`src/rtl/bpo_cfg.svh`:
```
// Register offsets, field positions and reset values of the I/O port.
// Assumes inclusion by bare name from every file that decodes registers.
`ifndef BPO_CFG_SVH
`define BPO_CFG_SVH

// ****************************************************************
// Register offsets (3-bit register index)
// ****************************************************************
`define BPO_OFS_PIN_LEVEL  3'h0
`define BPO_OFS_LATCH      3'h1
`define BPO_OFS_DIR        3'h2
`define BPO_OFS_MEMORY_CONTROL_REG     3'h3
`define BPO_OFS_PARALLEL_PORT_CONTROL_REG     3'h4
`define BPO_OFS_PSPBUF     3'h5

// ****************************************************************
// Field positions
// ****************************************************************
`define BPO_MEMORY_CONTROL_REG_EXTERNAL_BUS_DISABLE_BIT  7
`define BPO_PARALLEL_PORT_CONTROL_REG_IBF_BIT    7
`define BPO_PARALLEL_PORT_CONTROL_REG_IBOV_BIT   5
`define BPO_PARALLEL_PORT_CONTROL_REG_MODE_BIT   4

// ****************************************************************
// Reset values
// ****************************************************************
`define BPO_RST_DIR      8'hff
`define BPO_RST_LATCH    8'h00
`define BPO_RST_EXTERNAL_BUS_DISABLE    1'h1
`define BPO_RST_PARALLEL_PORT_MODE_ENABLE  1'h0

`endif

```
`src/rtl/bpo_pkg.sv`:
```
// Types shared by the I/O port modules.
// Assumes nothing of its surroundings.
package bpo_pkg;

  typedef logic [7:0] bpo_byte_t;

  // Which function owns the pins, lowest priority first
  typedef enum logic [1:0] {
    BPO_OWN_GPIO = 2'b00,
    BPO_OWN_PSP  = 2'b01,
    BPO_OWN_EMI  = 2'b10
  } bpo_owner_e;

endpackage

```
`src/rtl/bpo_pin_if.sv`:
```
// Carrier between the port controller and its pin multiplexer.
// Assumes one controller and one multiplexer on the same clock.
interface bpo_pin_if;
  import bpo_pkg::*;

  bpo_owner_e owner;
  bpo_byte_t  latch;
  bpo_byte_t  dir;
  bpo_byte_t  emi_dout;
  logic       emi_oe;
  logic       psp_drive;
  bpo_byte_t  pin_out;
  bpo_byte_t  pin_oe;

  modport ctrl (output owner, latch, dir, emi_dout, emi_oe, psp_drive,
                input  pin_out, pin_oe);
  modport mux  (input  owner, latch, dir, emi_dout, emi_oe, psp_drive,
                output pin_out, pin_oe);
endinterface

```
`src/rtl/bpo_pin_mux.sv`:
```
// Combinational pin owner selection: next pin value and enable.
// Assumes the controller registers the results before the pins.
module bpo_pin_mux (
  bpo_pin_if.mux p
);
  import bpo_pkg::*;

  // ****************************************************************
  // Per-owner drive
  // ****************************************************************
  always_comb begin
    case (p.owner)
      BPO_OWN_GPIO: begin
        p.pin_out = p.latch;
        p.pin_oe  = ~p.dir;
      end
      BPO_OWN_PSP: begin
        // Host read: latch on the pins whatever the direction bits say
        p.pin_out = p.latch;
        p.pin_oe  = {8{p.psp_drive}};
      end
      BPO_OWN_EMI: begin
        p.pin_out = p.emi_dout;
        p.pin_oe  = {8{p.emi_oe}};
      end
      default: begin
        p.pin_out = 8'h00;
        p.pin_oe  = 8'h00;
      end
    endcase
  end
endmodule

```
`src/rtl/bpo_psp_capture.sv`:
```
// Parallel port write buffer with full and overflow flags.
// Assumes the write strobe is a one-cycle pulse gated by mode.
module bpo_psp_capture (
  input  wire logic              i_clk,
  input  wire logic              i_rst,
  input  wire logic              i_wr_strobe,
  input  wire bpo_pkg::bpo_byte_t i_pin_in,
  input  wire logic              i_full_clr,
  input  wire logic              i_ovf_clr,
  output logic                   o_full,
  output logic                   o_ovf,
  output bpo_pkg::bpo_byte_t     o_data
);
  import bpo_pkg::*;

  always_ff @(posedge i_clk or posedge i_rst) begin
    if (i_rst) begin
      o_data <= 8'h00;
    end else if (i_wr_strobe) begin
      o_data <= i_pin_in;
    end
  end

  // Set wins over clear on both flags
  always_ff @(posedge i_clk or posedge i_rst) begin
    if (i_rst) begin
      o_full <= 1'b0;
      o_ovf  <= 1'b0;
    end else begin
      if (i_wr_strobe) begin
        o_full <= 1'b1;
      end else if (i_full_clr) begin
        o_full <= 1'b0;
      end
      if (i_wr_strobe && o_full && !i_full_clr) begin
        o_ovf <= 1'b1;
      end else if (i_ovf_clr) begin
        o_ovf <= 1'b0;
      end
    end
  end
endmodule

```
`src/rtl/bpo_port_top.sv`:
```
// Eight-bit bidirectional port with memory-bus and parallel-port overlays.
// Assumes synchronous pin inputs and an external memory interface and
// parallel-port strobe logic outside this block.
//
// Contract
// - Direction one makes pin input, driver off
// - Direction zero drives the latch bit out
// - Latch reads return latch, not pins
// - Eight pins, each direction set independently
// - Reset makes every pin an input
// - Port functions only while bus disabled
// - Bus enabled: pins carry low address/data
// - Bus drives and samples pins ignoring direction
// - Memory bus wins over all other functions
// - Parallel mode bit turns port parallel
// - Parallel port beats port, yields to bus
// - Parallel read drives latch, ignoring direction
// - Host write data accepted ignoring direction
// - Memory bus overlay only on large variant
`include "bpo_cfg.svh"

module bpo_port_top #(
  parameter bit HAS_EMI = 1'b1
) (
  input  wire logic               i_clk,
  input  wire logic               i_rst,
  input  wire logic [2:0]         i_addr,
  input  wire bpo_pkg::bpo_byte_t i_wdata,
  input  wire logic               i_wr,
  input  wire logic               i_rd,
  output bpo_pkg::bpo_byte_t      o_rdata,
  input  wire bpo_pkg::bpo_byte_t i_pin_in,
  output bpo_pkg::bpo_byte_t      o_pin_out,
  output bpo_pkg::bpo_byte_t      o_pin_oe,
  input  wire bpo_pkg::bpo_byte_t i_emi_dout,
  input  wire logic               i_emi_oe,
  output bpo_pkg::bpo_byte_t      o_emi_din,
  input  wire logic               i_psp_rd_drive,
  input  wire logic               i_psp_wr,
  output logic                    o_ext_bus_active,
  output logic                    o_psp_active
);
  import bpo_pkg::*;

  // ****************************************************************
  // Declarations
  // ****************************************************************
  bpo_byte_t  latch_q;
  bpo_byte_t  dir_q;
  logic       external_bus_disable_q;
  logic       parallel_port_mode_enable_q;
  bpo_owner_e owner_d;
  bpo_byte_t  rdata_d;
  logic       wr_pin_level;
  logic       wr_latch;
  logic       wr_dir;
  logic       wr_memory_control_reg;
  logic       wr_parallel_port_control_reg;
  logic       rd_pspbuf;
  logic       psp_wr_strobe;
  logic       psp_full;
  logic       psp_ovf;
  bpo_byte_t  psp_data;

  bpo_pin_if u_pins ();

  // ****************************************************************
  // Address decode
  // ****************************************************************
  function automatic logic hit(input logic [2:0] addr, input logic [2:0] ofs);
    hit = (addr == ofs);
  endfunction

  assign wr_pin_level = i_wr && hit(i_addr, `BPO_OFS_PIN_LEVEL);
  assign wr_latch     = i_wr && hit(i_addr, `BPO_OFS_LATCH);
  assign wr_dir       = i_wr && hit(i_addr, `BPO_OFS_DIR);
  assign wr_memory_control_reg    = i_wr && hit(i_addr, `BPO_OFS_MEMORY_CONTROL_REG);
  assign wr_parallel_port_control_reg    = i_wr && hit(i_addr, `BPO_OFS_PARALLEL_PORT_CONTROL_REG);
  assign rd_pspbuf    = i_rd && hit(i_addr, `BPO_OFS_PSPBUF);

  // ****************************************************************
  // Output latch
  // ****************************************************************
  // Both the pin register and the latch register land in the latch
  always_ff @(posedge i_clk or posedge i_rst) begin
    if (i_rst) begin
      latch_q <= `BPO_RST_LATCH;
    end else if (wr_pin_level || wr_latch) begin
      latch_q <= i_wdata;
    end
  end

  // ****************************************************************
  // Direction register
  // ****************************************************************
  always_ff @(posedge i_clk or posedge i_rst) begin
    if (i_rst) begin
      dir_q <= `BPO_RST_DIR;
    end else if (wr_dir) begin
      dir_q <= i_wdata;
    end
  end

  // ****************************************************************
  // Memory and parallel port control bits
  // ****************************************************************
  always_ff @(posedge i_clk or posedge i_rst) begin
    if (i_rst) begin
      external_bus_disable_q <= `BPO_RST_EXTERNAL_BUS_DISABLE;
    end else if (wr_memory_control_reg) begin
      external_bus_disable_q <= i_wdata[`BPO_MEMORY_CONTROL_REG_EXTERNAL_BUS_DISABLE_BIT];
    end
  end

  always_ff @(posedge i_clk or posedge i_rst) begin
    if (i_rst) begin
      parallel_port_mode_enable_q <= `BPO_RST_PARALLEL_PORT_MODE_ENABLE;
    end else if (wr_parallel_port_control_reg) begin
      parallel_port_mode_enable_q <= i_wdata[`BPO_PARALLEL_PORT_CONTROL_REG_MODE_BIT];
    end
  end

  // ****************************************************************
  // Pin owner priority
  // ****************************************************************
  always_comb begin
    if (HAS_EMI && !external_bus_disable_q) begin
      owner_d = BPO_OWN_EMI;
    end else if (parallel_port_mode_enable_q) begin
      owner_d = BPO_OWN_PSP;
    end else begin
      owner_d = BPO_OWN_GPIO;
    end
  end

  assign u_pins.owner     = owner_d;
  assign u_pins.latch     = latch_q;
  assign u_pins.dir       = dir_q;
  assign u_pins.emi_dout  = i_emi_dout;
  assign u_pins.emi_oe    = i_emi_oe;
  assign u_pins.psp_drive = i_psp_rd_drive;

  bpo_pin_mux u_mux (
    .p (u_pins.mux)
  );

  // ****************************************************************
  // Pin drivers
  // ****************************************************************
  // Registered so the pins never glitch while the owner changes
  always_ff @(posedge i_clk or posedge i_rst) begin
    if (i_rst) begin
      o_pin_out <= 8'h00;
      o_pin_oe  <= 8'h00;
    end else begin
      o_pin_out <= u_pins.pin_out;
      o_pin_oe  <= u_pins.pin_oe;
    end
  end

  always_ff @(posedge i_clk or posedge i_rst) begin
    if (i_rst) begin
      o_ext_bus_active <= 1'b0;
      o_psp_active     <= 1'b0;
    end else begin
      o_ext_bus_active <= (owner_d == BPO_OWN_EMI);
      o_psp_active     <= (owner_d == BPO_OWN_PSP);
    end
  end

  // ****************************************************************
  // Memory bus data input
  // ****************************************************************
  always_ff @(posedge i_clk or posedge i_rst) begin
    if (i_rst) begin
      o_emi_din <= 8'h00;
    end else if (owner_d == BPO_OWN_EMI) begin
      o_emi_din <= i_pin_in;
    end
  end

  // ****************************************************************
  // Parallel port write capture
  // ****************************************************************
  assign psp_wr_strobe = i_psp_wr && (owner_d == BPO_OWN_PSP);

  bpo_psp_capture u_psp (
    .i_clk       (i_clk),
    .i_rst       (i_rst),
    .i_wr_strobe (psp_wr_strobe),
    .i_pin_in    (i_pin_in),
    .i_full_clr  (rd_pspbuf),
    .i_ovf_clr   (wr_parallel_port_control_reg && !i_wdata[`BPO_PARALLEL_PORT_CONTROL_REG_IBOV_BIT]),
    .o_full      (psp_full),
    .o_ovf       (psp_ovf),
    .o_data      (psp_data)
  );

  // ****************************************************************
  // Read path
  // ****************************************************************
  always_comb begin
    rdata_d = 8'h00;
    case (i_addr)
      `BPO_OFS_PIN_LEVEL: rdata_d = i_pin_in;
      `BPO_OFS_LATCH:     rdata_d = latch_q;
      `BPO_OFS_DIR:       rdata_d = dir_q;
      `BPO_OFS_MEMORY_CONTROL_REG:    rdata_d[`BPO_MEMORY_CONTROL_REG_EXTERNAL_BUS_DISABLE_BIT] = external_bus_disable_q;
      `BPO_OFS_PARALLEL_PORT_CONTROL_REG: begin
        rdata_d[`BPO_PARALLEL_PORT_CONTROL_REG_IBF_BIT]  = psp_full;
        rdata_d[`BPO_PARALLEL_PORT_CONTROL_REG_IBOV_BIT] = psp_ovf;
        rdata_d[`BPO_PARALLEL_PORT_CONTROL_REG_MODE_BIT] = parallel_port_mode_enable_q;
      end
      `BPO_OFS_PSPBUF:    rdata_d = psp_data;
      default:            rdata_d = 8'h00;
    endcase
  end

  // Read data stand only in the cycle after the strobe
  always_ff @(posedge i_clk or posedge i_rst) begin
    if (i_rst) begin
      o_rdata <= 8'h00;
    end else begin
      o_rdata <= i_rd ? rdata_d : 8'h00;
    end
  end

  // ****************************************************************
  // Checks
  // ****************************************************************
  AST_GPIO_INPUT_OFF: assert property (
    @(posedge i_clk) disable iff (i_rst)
    (owner_d == BPO_OWN_GPIO) |=> (o_pin_oe == ~$past(dir_q)))
    else $error("Input pin driver not released");

  AST_GPIO_DRIVES_LATCH: assert property (
    @(posedge i_clk) disable iff (i_rst)
    (owner_d == BPO_OWN_GPIO)
      |=> ((o_pin_out & o_pin_oe) == ($past(latch_q) & ~$past(dir_q))))
    else $error("Output pin does not carry latch bit");

  AST_LATCH_READBACK: assert property (
    @(posedge i_clk) disable iff (i_rst)
    (i_rd && i_addr == `BPO_OFS_LATCH && !i_wr) |=> (o_rdata == $past(latch_q)))
    else $error("Latch read did not return latch value");

  AST_PIN_LEVEL_READ: assert property (
    @(posedge i_clk) disable iff (i_rst)
    (i_rd && i_addr == `BPO_OFS_PIN_LEVEL) |=> (o_rdata == $past(i_pin_in)))
    else $error("Pin register read did not return pin levels");

  AST_PIN_LEVEL_WRITE: assert property (
    @(posedge i_clk) disable iff (i_rst)
    (i_wr && i_addr == `BPO_OFS_PIN_LEVEL) |=> (latch_q == $past(i_wdata)))
    else $error("Pin register write did not reach latch");

  AST_DIR_PER_BIT: assert property (
    @(posedge i_clk) disable iff (i_rst)
    (i_wr && i_addr == `BPO_OFS_DIR) |=> (dir_q == $past(i_wdata)) ##1
      ((owner_d != BPO_OWN_GPIO) || (o_pin_oe == ~$past(i_wdata, 2))))
    else $error("Direction write not applied per pin");

  AST_RESET_INPUTS: assert property (
    @(posedge i_clk) disable iff (i_rst)
    $past(i_rst) |-> (dir_q == `BPO_RST_DIR && o_pin_oe == 8'h00))
    else $error("Pins not inputs after reset");

  AST_EMI_OWNS_PINS: assert property (
    @(posedge i_clk) disable iff (i_rst)
    (owner_d == BPO_OWN_EMI)
      |=> (o_pin_out == $past(i_emi_dout) && o_pin_oe == {8{$past(i_emi_oe)}}))
    else $error("Memory bus does not own the pins");

  AST_EMI_SAMPLES: assert property (
    @(posedge i_clk) disable iff (i_rst)
    (owner_d == BPO_OWN_EMI) |=> (o_emi_din == $past(i_pin_in)))
    else $error("Memory bus input not sampled");

  AST_EMI_PRIORITY: assert property (
    @(posedge i_clk) disable iff (i_rst)
    (HAS_EMI && !external_bus_disable_q) |-> (owner_d == BPO_OWN_EMI))
    else $error("Memory bus lost priority");

  AST_PORT_ONLY_DISABLED: assert property (
    @(posedge i_clk) disable iff (i_rst)
    (owner_d != BPO_OWN_EMI) |-> (external_bus_disable_q || !HAS_EMI))
    else $error("Port function while bus enabled");

  AST_PSP_MODE_BIT: assert property (
    @(posedge i_clk) disable iff (i_rst)
    (i_wr && i_addr == `BPO_OFS_PARALLEL_PORT_CONTROL_REG)
      |=> (parallel_port_mode_enable_q == $past(i_wdata[`BPO_PARALLEL_PORT_CONTROL_REG_MODE_BIT])))
    else $error("Parallel mode bit not taken");

  AST_PSP_OVER_GPIO: assert property (
    @(posedge i_clk) disable iff (i_rst)
    (parallel_port_mode_enable_q && (external_bus_disable_q || !HAS_EMI)) |-> (owner_d == BPO_OWN_PSP))
    else $error("Parallel port did not override port");

  AST_PSP_READ_DRIVE: assert property (
    @(posedge i_clk) disable iff (i_rst)
    (owner_d == BPO_OWN_PSP && i_psp_rd_drive)
      |=> (o_pin_oe == 8'hff && o_pin_out == $past(latch_q)))
    else $error("Parallel read does not drive latch");

  AST_PSP_WRITE_TAKEN: assert property (
    @(posedge i_clk) disable iff (i_rst)
    psp_wr_strobe |=> (psp_full && psp_data == $past(i_pin_in)))
    else $error("Parallel write data not captured");

  AST_SMALL_NO_EMI: assert property (
    @(posedge i_clk) disable iff (i_rst)
    !HAS_EMI |-> (owner_d != BPO_OWN_EMI && o_ext_bus_active == 1'b0))
    else $error("Memory bus present on small variant");

endmodule

```
`config.mk`:
```
export PLATFORM = sky130hd
export DESIGN_NAME = bpo_port_top
export DESIGN_NICKNAME = d
export VERILOG_FILES = /design/src/rtl/bpo_pkg.sv /design/src/rtl/bpo_pin_if.sv /design/src/rtl/bpo_pin_mux.sv /design/src/rtl/bpo_psp_capture.sv /design/src/rtl/bpo_port_top.sv
export VERILOG_INCLUDE_DIRS = /design/src /design/src/rtl
export SDC_FILE = /design/constraint.sdc
export NUM_CORES = 1
export LEC_CHECK = 0
export BUFFER_PORTS_ARGS = -buffer_cell sky130_fd_sc_hd__buf_4
export CORE_UTILIZATION = 52
export CTS_CLUSTER_DIAMETER = 30
export CTS_CLUSTER_SIZE = 28
export DETAILED_ROUTE_END_ITERATION = 16
export PLACE_DENSITY = 0.79
export RECOVER_POWER = 25
export SLEW_MARGIN = 20
export SYNTH_ARGS = -nofsm -noshare
export SYNTH_HDL_FRONTEND = slang
export SYNTH_SLANG_ARGS = --single-unit
```
`constraint.sdc`:
```
create_clock -name i_clk -period 2 [get_ports i_clk]
set_clock_uncertainty 0.1 [all_clocks]
set_input_delay 0.1 -clock i_clk [delete_from_list [all_inputs] [get_ports i_clk]]
set_output_delay 0.1 -clock i_clk [all_outputs]
set_load 0.1 [all_outputs]
```
==> impl.org, run 1 <==
** Min path
- The worst hold path terminates at o_pin_oe[7]$_DFF_PP0_.
- Class of the most critical hold timing path :: in2reg
- Instance count along the most critical hold path :: 4
- The worst hold path begins at i_psp_rd_drive.

** STA
- Final worst-path setup slack :: roughly 0.26 ns
- At the pin with the least slew margin, the transition time is 0.875 ns.
- In the finished design, the share of the clock period the worst path needs comes to 0.872.
- Peak Freq :: 0.573 GHz
- Worst slew margin relative to its limit :: 0.416
- Hold violation count in the final report :: 0
- The count of pins over their slew limit is 0.
- Setup violations remaining at the end of the flow were counted as 0.
- RSZ-0062 raised after global routing :: false
- The routed design could run at a clock period as short as 1.74 ns.
- Summed over all failing endpoints, the final setup total negative slack is 0 ns.

** Critical path
- STA classifies the critical path endpoint as a register.
- The most critical setup path has its startpoint at external_bus_disable_q$_DFFE_PP1P_.
- At the worst endpoint, the arrival time is 1.83 ns.
- The worst register-to-register path ends at o_pin_oe[1]$_DFF_PP0_.
- The worst register-to-register path begins at external_bus_disable_q$_DFFE_PP1P_.
- By startpoint and endpoint, the worst setup path is classified as reg2reg.
- STA puts the critical path data required time at 2.08 ns.
- R2R depth :: 4
- Reg2Reg Setup Slack :: 0.26 ns
- Type of element launching the critical path :: register
- Max FO, Critical Path :: 9

** Route
- Overall via count from detail_route :: 1838
- Dividing the detail-routed wire length by the instance count gives 16.2 microns.
- The detailed router finished its first iteration with 110 violations.
- Summed over all layers, the routed wires come to 5880 microns.
- Router iterations before antenna repair :: 4
- After detailed routing, the number of remaining DRC violations is 0.
- Remaining antenna violation count after routing :: 0
- Via/cell ratio :: 5.08

** Finish
- NumNets Final :: 324
- Final Instance Count excl. Fillers :: around 360
- Antenna diodes :: 0
- In the final layout, the share of cells above drive strength 1 is 0.519.
- Relative to the synthesized area, the layout overhead comes to 41.4%.
- After filler insertion, the fill cell instance count of the layout stands at ~320.

** Power
- Clock network fraction of total power :: 0.250
- Share of power burned in combinational logic :: 0.392
- P per Cell Area :: between 1000 and 1500 nW/um^2
- The internal power of the cells totals roughly 3 mW.
- Leakage power :: 1.69 nW
- Sequential group share of total power :: 0.358
- Net Switching :: 2.03 mW
- Total Power :: slightly below 5 mW
- Of the total power, the share spent switching nets is 0.409.
- Worst ir drop on vdd :: 0.959 mV

** Logic synthesis
- Synthesized Nets :: around 220
- Number of register bits inferred by synthesis :: 62
- Of the synthesized area, sequential elements account for 0.602.
- Synth unique cells :: 29
- Number of warnings printed during yosys synthesis :: 0
- In this run the mean area of a mapped cell was approximately 14 sq um.
- Synthesis handed over a netlist of 188 instances.
- In this run the cell area of the synthesized design comes to 2600 sq um.

** Place
- Port-buffer cells :: 67
- After legalization and detailed placement, the total HPWL measured around 3900 microns.
- At the placement stage, the worst setup path has a slack of 0.379 ns.
- At the end of routability-driven placement, the weighted congestion stood at slightly above 0.8.
- Including well taps, the total number of placed cells is 319.

** Global route
- The first global-routing pass estimated 9450 microns of wire.
- The number of global-route vias before repair is 1868.
- The number of antenna violations at the first check in global routing came to 0.
- Total congestion overflow :: 0
- Aggregate global-route resource usage :: 0.247
- Largest net degree at the start of global routing :: 28

** Flow run
- The tool flagged a number of max-cap violations equal to 0.

** Floorplanning
- The total area inside the core boundary comes to 4750 sq um.
- Boundary Pins :: 68
- Die extent in y :: 72.7 microns
- Die Outline Area :: 5280 sq um
- Width of the die :: a little over 70 microns
- For this configuration, the core starts out at a cell density of 0.546.
- After floorplanning, the core was divided into 25 placement rows.

** Clocking
- Total number of H-tree levels :: 3
- CTS tree :: built
- Root Buffer Master :: sky130_fd_sc_hd__clkbuf_8
- Number of clock sinks :: 62
- The number of clock buffers added by TritonCTS is 9.
- After clock tree synthesis, the clock-pin slew on the worst setup and hold paths is ~0.07 ns.
- Maximum buffer depth of the clock tree :: 2
- Clock latency on the worst-skew pair, taken at its later pin, is 0.33 ns.

** Status
- The run finished with clean final reports.
[how the worst max path moves through the flow]
stage,to,slack (ns)
final,o_pin_oe[1]$_DFF_PP0_,0.26
after global routing,o_pin_oe[1]$_DFF_PP0_,0.11
after CTS,o_pin_oe[5]$_DFF_PP0_,0.35
after detailed placement,o_pin_oe[5]$_DFF_PP0_,0.38
after global placement,u_psp.o_data[2]$_DFFE_PP0N_,0.41
after floorplan,latch_q[0]$_DFFE_PP0P_,0.27
[final cells by class]
type	instances	area, sq um	area share
repair buffers	99	812	0.221
clock buffers	11	151	0.0412
well taps	67	83.8	0.0228
multi-input cells	115	970	0.264
clock inverters	5	81.3	0.0221
flip-flops and latches	62	1560	0.426
inverters	3	11.3	0.00307
[stage by stage]
stage               hold slack [ns]  instance area [sq um]  utilization
detailed placement           0.0477                   3190        0.670
CTS                          0.0284                   3690        0.776
global placement             0.0390                   3190        0.670
global route                 0.0480                   3670        0.772
floorplan                     0.126                   2600            -
finish                       0.0446                   3670        0.772
[state kept, by name, indices dropped and copies added, names as in the netlist]
register and count:
u_psp.o_full 1, u_psp.o_data 8, dir_q 8, u_psp.o_ovf 1
o_ext_bus_active 1, o_rdata 8, o_pin_oe 8, external_bus_disable_q 1
o_emi_din 8, latch_q 8, o_psp_active 1, parallel_port_mode_enable_q 1
o_pin_out 8
[logic make-up after synthesis]
logic type	count (synthesis)	share of synthesized area
AO/OA/AOI/OAI	22	0.0525
buffers and inverters	11	0.0231
flip-flops	62	0.602
multiplexers	54	0.233
AND/OR/NAND/NOR	39	0.0901
[worst max-delay path, cell delays in order, from the launching register on]
cell                      delay (ns)
sky130_fd_sc_hd__dfstp_1        0.66
sky130_fd_sc_hd__buf_4          0.24
sky130_fd_sc_hd__inv_1          0.07
sky130_fd_sc_hd__a21oi_1        0.40
sky130_fd_sc_hd__a21oi_1        0.13
[power groups by stage]
| stage | sequential [mW] | clock (mW) | combinational (mW) |
|---|---|---|---|
| after floorplan | 2.78 | 0 | 0.472 |
| after global placement | 1.79 | 0 | 1.88 |
| after detailed placement | 1.79 | 0 | 1.91 |
| after CTS | 1.77 | 1.27 | 1.95 |
| after global routing | 1.82 | 1.32 | 2.03 |
| final | 1.78 | 1.25 | 1.95 |
[metal layers]
metal / GRT usage / routed length [microns]
met1: 0.324 / 2600
met2: 0.402 / 2990
met3: 0.0525 / 216
met4: 0.0980 / 73
met5: 0 / 0
[Yosys cell counts]
cell type | number | area (sq um)
sky130_fd_sc_hd__nor2_1 | 4 | 15.0
sky130_fd_sc_hd__nand3_1 | 1 | 5.00
sky130_fd_sc_hd__nor3b_4 | 1 | 18.8
sky130_fd_sc_hd__nor2b_1 | 1 | 6.26
sky130_fd_sc_hd__inv_1 | 3 | 11.3
sky130_fd_sc_hd__nand2b_1 | 2 | 12.5
sky130_fd_sc_hd__and4b_1 | 1 | 10.0
sky130_fd_sc_hd__a22oi_1 | 6 | 45.0
sky130_fd_sc_hd__o31ai_1 | 1 | 7.51
sky130_fd_sc_hd__mux2i_1 | 3 | 30.0
sky130_fd_sc_hd__nor3b_1 | 1 | 7.51
sky130_fd_sc_hd__dfrtp_1 | 53 | 1330
sky130_fd_sc_hd__nand2_1 | 14 | 52.6
sky130_fd_sc_hd__and4bb_1 | 1 | 12.5
sky130_fd_sc_hd__or2_2 | 7 | 43.8
sky130_fd_sc_hd__o311a_1 | 1 | 10.0
sky130_fd_sc_hd__o21ai_0 | 5 | 25.0
sky130_fd_sc_hd__nor3_1 | 2 | 10.0
sky130_fd_sc_hd__clkbuf_1 | 3 | 11.3
sky130_fd_sc_hd__dfstp_2 | 9 | 236
sky130_fd_sc_hd__a21oi_1 | 8 | 40.0
sky130_fd_sc_hd__nor3b_2 | 1 | 12.5
sky130_fd_sc_hd__mux2_2 | 51 | 574
sky130_fd_sc_hd__nand2b_4 | 1 | 13.8
sky130_fd_sc_hd__buf_2 | 3 | 15.0
sky130_fd_sc_hd__a32oi_1 | 1 | 8.76
sky130_fd_sc_hd__nand3b_1 | 1 | 7.51
sky130_fd_sc_hd__and2_1 | 1 | 6.26
sky130_fd_sc_hd__buf_6 | 2 | 22.5
[timing repair]
action | in CTS | in global routing
hold buffers | 27 | 0
endpoints found under the hold margin | 68 | 0
setup buffers | 0 | 0
gates resized for setup | 0 | 0
[layout by cell type (no fill, tap or decap), types with 2 or more instances in the layout]
| master | n |
|---|---|
| sky130_fd_sc_hd__dfstp_2 | 8 |
| sky130_fd_sc_hd__bufinv_16 | 2 |
| sky130_fd_sc_hd__dfrtp_1 | 53 |
| sky130_fd_sc_hd__clkbuf_8 | 11 |
| sky130_fd_sc_hd__nand2b_1 | 2 |
| sky130_fd_sc_hd__a22oi_1 | 6 |
| sky130_fd_sc_hd__a21oi_1 | 8 |
| sky130_fd_sc_hd__mux2i_1 | 3 |
| sky130_fd_sc_hd__nand2_1 | 14 |
| sky130_fd_sc_hd__o21ai_0 | 5 |
| sky130_fd_sc_hd__mux2_2 | 51 |
| sky130_fd_sc_hd__nor2_1 | 4 |
| sky130_fd_sc_hd__clkbuf_1 | 3 |
| sky130_fd_sc_hd__or2_2 | 7 |
| sky130_fd_sc_hd__dlygate4sd3_1 | 27 |
| sky130_fd_sc_hd__nor3b_1 | 2 |
| sky130_fd_sc_hd__inv_1 | 3 |
| sky130_fd_sc_hd__buf_4 | 67 |
| sky130_fd_sc_hd__nor3_1 | 2 |
No activity file was read; power rests on OpenSTA's default activity.
==> inputs of run 2 (changes only) <==
- CORE_ASPECT_RATIO: default -> 2
==> impl.org, run 2 (synthesis gave the netlist of run 1 again) <==
** Status
- Run status :: finished, final reports clean

** Flow run
- The tool flagged a number of max-cap violations equal to 0.

** Place
- Placed instance area :: 3180 sq um
- At the end of routability-driven placement, the weighted congestion stood at 0.794.
- Input and output buffers added on the ports amount to 67.
- The HPWL after detailed placement is 3880 microns.

** STA
- Peak Freq :: approximately 0.60 GHz
- Summed over all failing endpoints, the final setup total negative slack is 0 ns.
- Hold violation count in the final report :: 0
- Least-Margin Pin Slew :: 0.810 ns
- Min Hold Slack :: 0.0191 ns
- Setup repair after global routing left no endpoint under its margin.
- In this run the tightest slew margin relative to its limit is 0.460.
- Final cycle utilization of the critical path :: 0.829
- Finish-stage setup viols :: 0
- The count of pins over their slew limit came to 0.
- Min cycle time layout :: 1.66 ns

** Finish
- After filler insertion, the fill cell instance count of the layout stands at 314.
- From synthesis to final layout, the design area changed by 39.0%.
- In the final layout, the share of cells above drive strength 1 is 0.524.
- Antenna diodes :: 0
- In the layout the commonest cells are sky130_fd_sc_hd__buf_4, sky130_fd_sc_hd__dfrtp_1, sky130_fd_sc_hd__mux2_2.
- Leaving out fill and tap cells, the most frequent cell in the layout is sky130_fd_sc_hd__buf_4.
- After the last flow step, the layout net total stands at 325.
- Non-Filler Cell Area, Final :: 3610 sq um
- For this run, the share of the core covered by cells in the final layout is 0.749.

** Global route
- The first global-routing pass estimated between 9000 and 10000 microns of wire.
- Entering global routing, the biggest net connects 63 pins.
- Total congestion overflow :: 0
- In the global route stage, overall resource usage came out at 0.248.
- Number of global-route vias before repair :: 1851
- The number of antenna violations at the first check in global routing was 0.

** Clocking
- Buffers inserted during clock tree synthesis total 9.
- CTS tree :: built
- Total number of H-tree levels :: 3
- The clock passes through at most 2 buffers.
- Clock tree synthesis found a total of 62 sinks.
- Clock-pin slew on the worst setup and hold paths :: 0.06 ns
- Root Buffer Master :: sky130_fd_sc_hd__clkbuf_8
- The later pin in the worst-skew pair is clocked with a latency of between 0.3 and 0.4 ns.
- Post-CTS Setup Repair Bufs :: 0

** Power
- Worst ir drop on vdd :: 1.01 mV
- Of the total power, the share spent switching nets is 0.425.
- The internal power of the cells totals between 2 and 3 mW.
- Of the total power, the clock network draws 0.203.
- Sequential group share of total power :: 0.381
- P per Cell Area :: 1300 nW/um^2
- Share of power burned in combinational logic :: 0.416
- In this run the static leakage power is 1.67 nW.
- In this run the power spent charging and discharging nets is 1.99 mW.

** Floorplanning
- In this run the core area contains 36 standard-cell rows.
- The die covers around 5300 sq um.
- The die is 52.0 microns wide.
- 68 I/O pins were placed.
- The floorplan step set the die height to 102 microns.
- For this configuration, the core starts out at a cell density of 0.539.
- Placeable core region :: 4820 sq um

** Route
- The first detailed-routing pass took 4 iterations.
- The final layout contains routed wiring with a total length of 5830 microns.
- Average wire length per cell after detail routing :: 16.5 microns
- For this block, the via count after detailed routing is 1875.
- Remaining antenna violation count after routing :: 0
- DRC Markers :: 0
- The detailed router finished its first iteration with 42 violations.
- Via/cell ratio :: 5.31

** Critical path
- Data arrival at the endpoint of the critical path :: 1.74 ns
- In this run the worst setup path begins at external_bus_disable_q$_DFFE_PP1P_.
- Type of element launching the critical path :: register
- Of all nets on the critical path, the largest fanout is 9.
- The startpoint identified for the worst register-to-register timing path is external_bus_disable_q$_DFFE_PP1P_.
- Crit Path Category :: reg2reg
- The worst setup path is captured at a register.
- For the worst setup path, the data required time is 2.09 ns.

** Min path
- The worst hold path begins at i_psp_rd_drive.
- Class of the most critical hold timing path :: in2reg
## run 2: changes by cell type in the layout (fill, tap and decap cells not counted), sizes merged
cell      change
buf           +3
clkinvlp      -1
bufinv        -2
clkinv        -1
clkbuf        +2
## run 2: metal layers
| metal | vias to the layer above | track usage | part of all wire |
|---|---|---|---|
| li1 | 875 | - | - |
| met2 | 53 | 0.427 | 0.57 |
| met1 | 935 | 0.279 | 0.37 |
| met4 | 0 | 0.116 | 0.020 |
| met5 | - | 0 | 0 |
| met3 | 12 | 0.0595 | 0.035 |
## run 2: power groups by stage
stage | clock network [mW] | registers [mW] | logic [mW]
global placement | 0 | 1.78 | 1.88
CTS | 0.979 | 1.78 | 1.95
floorplan | 0 | 2.78 | 0.472
global route | 1.03 | 1.82 | 2.02
finish | 0.952 | 1.78 | 1.94
detailed placement | 0 | 1.80 | 1.91
## run 2: per-stage QoR
stage               worst slack [ns]  power (mW)  cells
CTS                            0.341        4.71    353
detailed placement             0.361        3.70    310
floorplan                      0.273        3.25    188
finish                         0.343        4.68    353
global placement               0.400        3.66    310
global route                   0.261        4.87    353
## run 2: path summary, 6_finish.rpt
kind / to / slack (ns) / depth (start not counted)
setup / recovery: o_pin_oe[2]$_DFF_PP0_ / 0.34 / 4
hold reg to reg: o_rdata[3]$_DFF_PP0_ / 0.40 / 2
max in group asynchronous: o_emi_din[3]$_DFFE_PP0N_ / 0.76 / 4
hold / removal: o_pin_oe[7]$_DFF_PP0_ / 0.02 / 4
setup reg to reg: o_pin_oe[2]$_DFF_PP0_ / 0.34 / 4
min in group asynchronous: o_emi_din[7]$_DFFE_PP0N_ / 0.50 / 4
## run 2: cell type report
| class | instances | area (sq um) | share of cell area |
|---|---|---|---|
| inverter | 3 | 11.3 | 0.00312 |
| clock inverter | 1 | 5.00 | 0.00139 |
| clock buffer | 15 | 166 | 0.0461 |
| tap | 57 | 71.3 | 0.0198 |
| timing repair buffer | 100 | 818 | 0.227 |
| sequential | 62 | 1560 | 0.433 |
| multi-input combinational | 115 | 975 | 0.270 |
## run 2: repair_timing
item | in CTS | in global routing
hold buffers | 27 | 0
hold endpoints to repair | 99 | 0
resized for setup | 0 | 0
## run 2: critical path, stage by stage (launching register included)
cell and delay [ns]:
sky130_fd_sc_hd__dfstp_2 0.64, sky130_fd_sc_hd__buf_4 0.18, sky130_fd_sc_hd__inv_1 0.05, sky130_fd_sc_hd__a21oi_1 0.41, sky130_fd_sc_hd__a21oi_1 0.14
==> inputs of run 3 (changes only) <==
- CORE_UTILIZATION: 52 -> 47
- PLACE_DENSITY: 0.79 -> 0.75
- clock period: 2 -> 1.37 ns (I/O delays scaled with it)
==> impl.org, run 3 (synthesis gave the netlist of run 1 again) <==
** Power
- In this run the power spent charging and discharging nets is 2.95 mW.
- Total Power :: 7.05 mW
- P per Cell Area :: 1850 nW/um^2
- Of the total power, the clock network draws 0.212.
- Of the total power, the share spent switching nets is 0.418.
- Worst ir drop on vdd :: 1.38 mV
- Sequential group share of total power :: 0.363
- Leakage power :: between 1.5 and 2 nW
- Share of power burned in combinational logic :: 0.425
- Internal power comes to 4.10 mW.

** Route
- The routed layout has 1879 vias.
- Drt initial violations :: 16
- Remaining antenna violation count after routing :: 0
- For this run, the detailed router's first-pass iteration total came to 4.
- In the final routed layout, each cell accounts on average for ~16 microns.
- Routed wire length :: around 5800 microns
- DRC Markers :: 0
- Via/cell ratio :: 5.11

** Global route
- Met1 routing resource usage after global routing :: 0.272
- Global routing finished with a remaining overflow of 0.
- Aggregate global-route resource usage :: 0.228
- Met3 capacity usage during global routing :: 0.0723
- The first global-routing pass estimated 9130 microns of wire.
- Entering global routing, the biggest net connects 63 pins.
- Met2 global-route usage :: 0.361
- The global routing stage identified its most utilized layer as met2.
- The number of antenna violations at the first check in global routing came to 0.
- The number of global-route vias before repair came to 1906.

** Status
- Run status :: complete, but fails checks
- Violations in the final reports :: negative setup slack

** Critical path
- Required arrival time at the worst endpoint :: 1.49 ns
- The worst register-to-register path has a depth of 4.
- Reg2Reg Setup Slack :: -0.02 ns
- In this run the worst path has a maximum fanout of 10.
- RR Startpoint :: external_bus_disable_q$_DFFE_PP1P_
- R2R Path End :: u_psp.o_data[3]$_DFFE_PP0N_
- Crit Path Category :: reg2reg
- Type of element launching the critical path :: register
- For the worst setup path, the data arrival time is 1.51 ns.
- The worst setup path is captured at a register.

** Clocking
- Maximum buffer depth of the clock tree :: 2
- Number of clock sinks :: 62
- Skew-Pair Late Insertion Delay :: around 0.34 ns
- The number of clock buffers added by TritonCTS is 9.
- The tree is rooted in a sky130_fd_sc_hd__clkbuf_8.
- Clock-pin slew was measured on the worst setup and hold paths at 0.06 ns.
- TritonCTS built the clock tree.
- The clock tree synthesis step divided the H-tree into 3 levels.

** Finish
- Highest-count cells in the layout ignoring fill and taps :: sky130_fd_sc_hd__buf_4, sky130_fd_sc_hd__dfrtp_1, sky130_fd_sc_hd__mux2_2
- At the end of the flow, the number of nets in the layout was 337.
- Antenna diodes :: 0
- Fraction of layout cells with a size suffix above 1 :: 0.565
- Commonest non-fill, non-tap cell in the layout :: sky130_fd_sc_hd__buf_4
- Summing all non-filler instances in the final layout gives an area of about 3800 sq um.
- Final core utilization :: 0.710
- Relative area change from synthesis to final layout :: 46.8%

** STA
- Finish-stage setup viols :: 8
- In the finished design, the share of the clock period the worst path needs comes to 1.02.
- After layout, the worst setup slack is -0.0217 ns.
- Slew Limit Fails :: 0
- Peak Freq :: 0.719 GHz
- RSZ-0062 raised after global routing :: true
- Hold violation count in the final report :: 0
- Worst slew margin relative to its limit :: 0.490
- Min cycle time layout :: about 1.4 ns
- For the pin with the worst max-slew slack, the measured transition is 0.765 ns.

** Place
- Once detailed placement completed, the half-perimeter wirelength came to roughly 3800 microns.
- In this run the tool buffered the top-level ports with 67 buffer cells.
- Placed instance area :: 3280 sq um
- Placer congestion estimate :: roughly 0.85

** Min path
- Instance count along the most critical hold path :: 3
- The path with the worst hold slack has its endpoint at o_rdata[7]$_DFF_PP0_.
- HP Start :: i_addr[2]
- The worst hold path belongs to the class in2reg.

** Flow run
- Max-capacitance violation count :: 0

** Floorplanning
- 68 I/O pins were placed.
- Row generation in the floorplan step produced 38 rows.
- Measured along the y axis, the die boundary spans 107 microns.
- Placeable core region :: 5370 sq um
- Width of the die :: 54.6 microns
- The initial utilization of the core area, before any placement, comes to 0.483.
- The die covers 5850 sq um.
run 3: cell types whose count changed in the layout (fill, tap and decap cells not counted), sizes merged:
cell / delta
clkbuf: -4
buf: +10
inv: -1
clkinv: +1
bufinv: +1
clkinvlp: +2
dlygate4sd3: +3
run 3: routing by layer:
layer,vias to the layer above,wire (microns)
met1,917,2260
met4,0,101
met5,-,0
met2,59,3180
met3,8,232
li1,895,-
run 3: area by class of cell:
class                   count  area (sq um)
clock buffers              12           135
repair buffers            112           957
well taps                  60          75.1
multi-input cells         115          1020
fillers                   398          1560
clock inverters             4          47.5
flip-flops and latches     62          1560
inverters                   3          15.0
run 3: worst max path at each step:
| stage | startpoint | end | slack (ns) | cells past startpoint |
|---|---|---|---|---|
| after global routing | external_bus_disable_q$_DFFE_PP1P_ | u_psp.o_data[7]$_DFFE_PP0N_ | -0.05 | 4 |
| after CTS | external_bus_disable_q$_DFFE_PP1P_ | o_pin_oe[3]$_DFF_PP0_ | -0.007 | 4 |
| after floorplan | parallel_port_mode_enable_q$_DFFE_PP0N_ | u_psp.o_data[0]$_DFFE_PP0N_ | 0.003 | 3 |
| after detailed placement | external_bus_disable_q$_DFFE_PP1P_ | o_pin_oe[3]$_DFF_PP0_ | -0.06 | 4 |
| after global placement | external_bus_disable_q$_DFFE_PP1P_ | o_pin_oe[3]$_DFF_PP0_ | -0.008 | 4 |
| final | external_bus_disable_q$_DFFE_PP1P_ | u_psp.o_data[3]$_DFFE_PP0N_ | -0.02 | 4 |
run 3: metrics by stage:
stage / cells / setup WS, ns / hold slack [ns] / TNS [ns]
finish: 368 / -0.0217 / 0.0212 / -0.0666
global route: 368 / -0.0492 / 0.0174 / -0.302
CTS: 367 / -0.00689 / 0.00400 / -0.00973
detailed placement: 321 / -0.0615 / 0.0829 / -0.419
global placement: 321 / -0.00765 / 0.0780 / -0.0406
floorplan: 188 / 0.00283 / 0.0838 / 0
run 3: timing repair:
action / in CTS / in global routing
gates resized for setup: 3 / 10
buffers inserted: 0 / 1
setup endpoints to repair: 15 / 18
endpoints found under the hold margin: 117 / 0
hold buffers: 30 / 0
run 3: worst max-delay path: stages, from the launching register on:
cell	delay, ns
sky130_fd_sc_hd__dfstp_2	0.56
sky130_fd_sc_hd__and2_4	0.16
sky130_fd_sc_hd__nand2_4	0.05
sky130_fd_sc_hd__buf_12	0.14
sky130_fd_sc_hd__mux2_2	0.27
run 3: power groups by stage:
stage          clock [mW]  sequential, mW  combinational, mW
5_1_grt              1.62            2.62               3.13
3_5_place_dp            0            2.59               2.85
3_3_place_gp            0            2.57               2.82
6_report             1.50            2.56               3.00
4_1_cts              1.54            2.56               2.94
2_1_floorplan           0            4.06              0.693
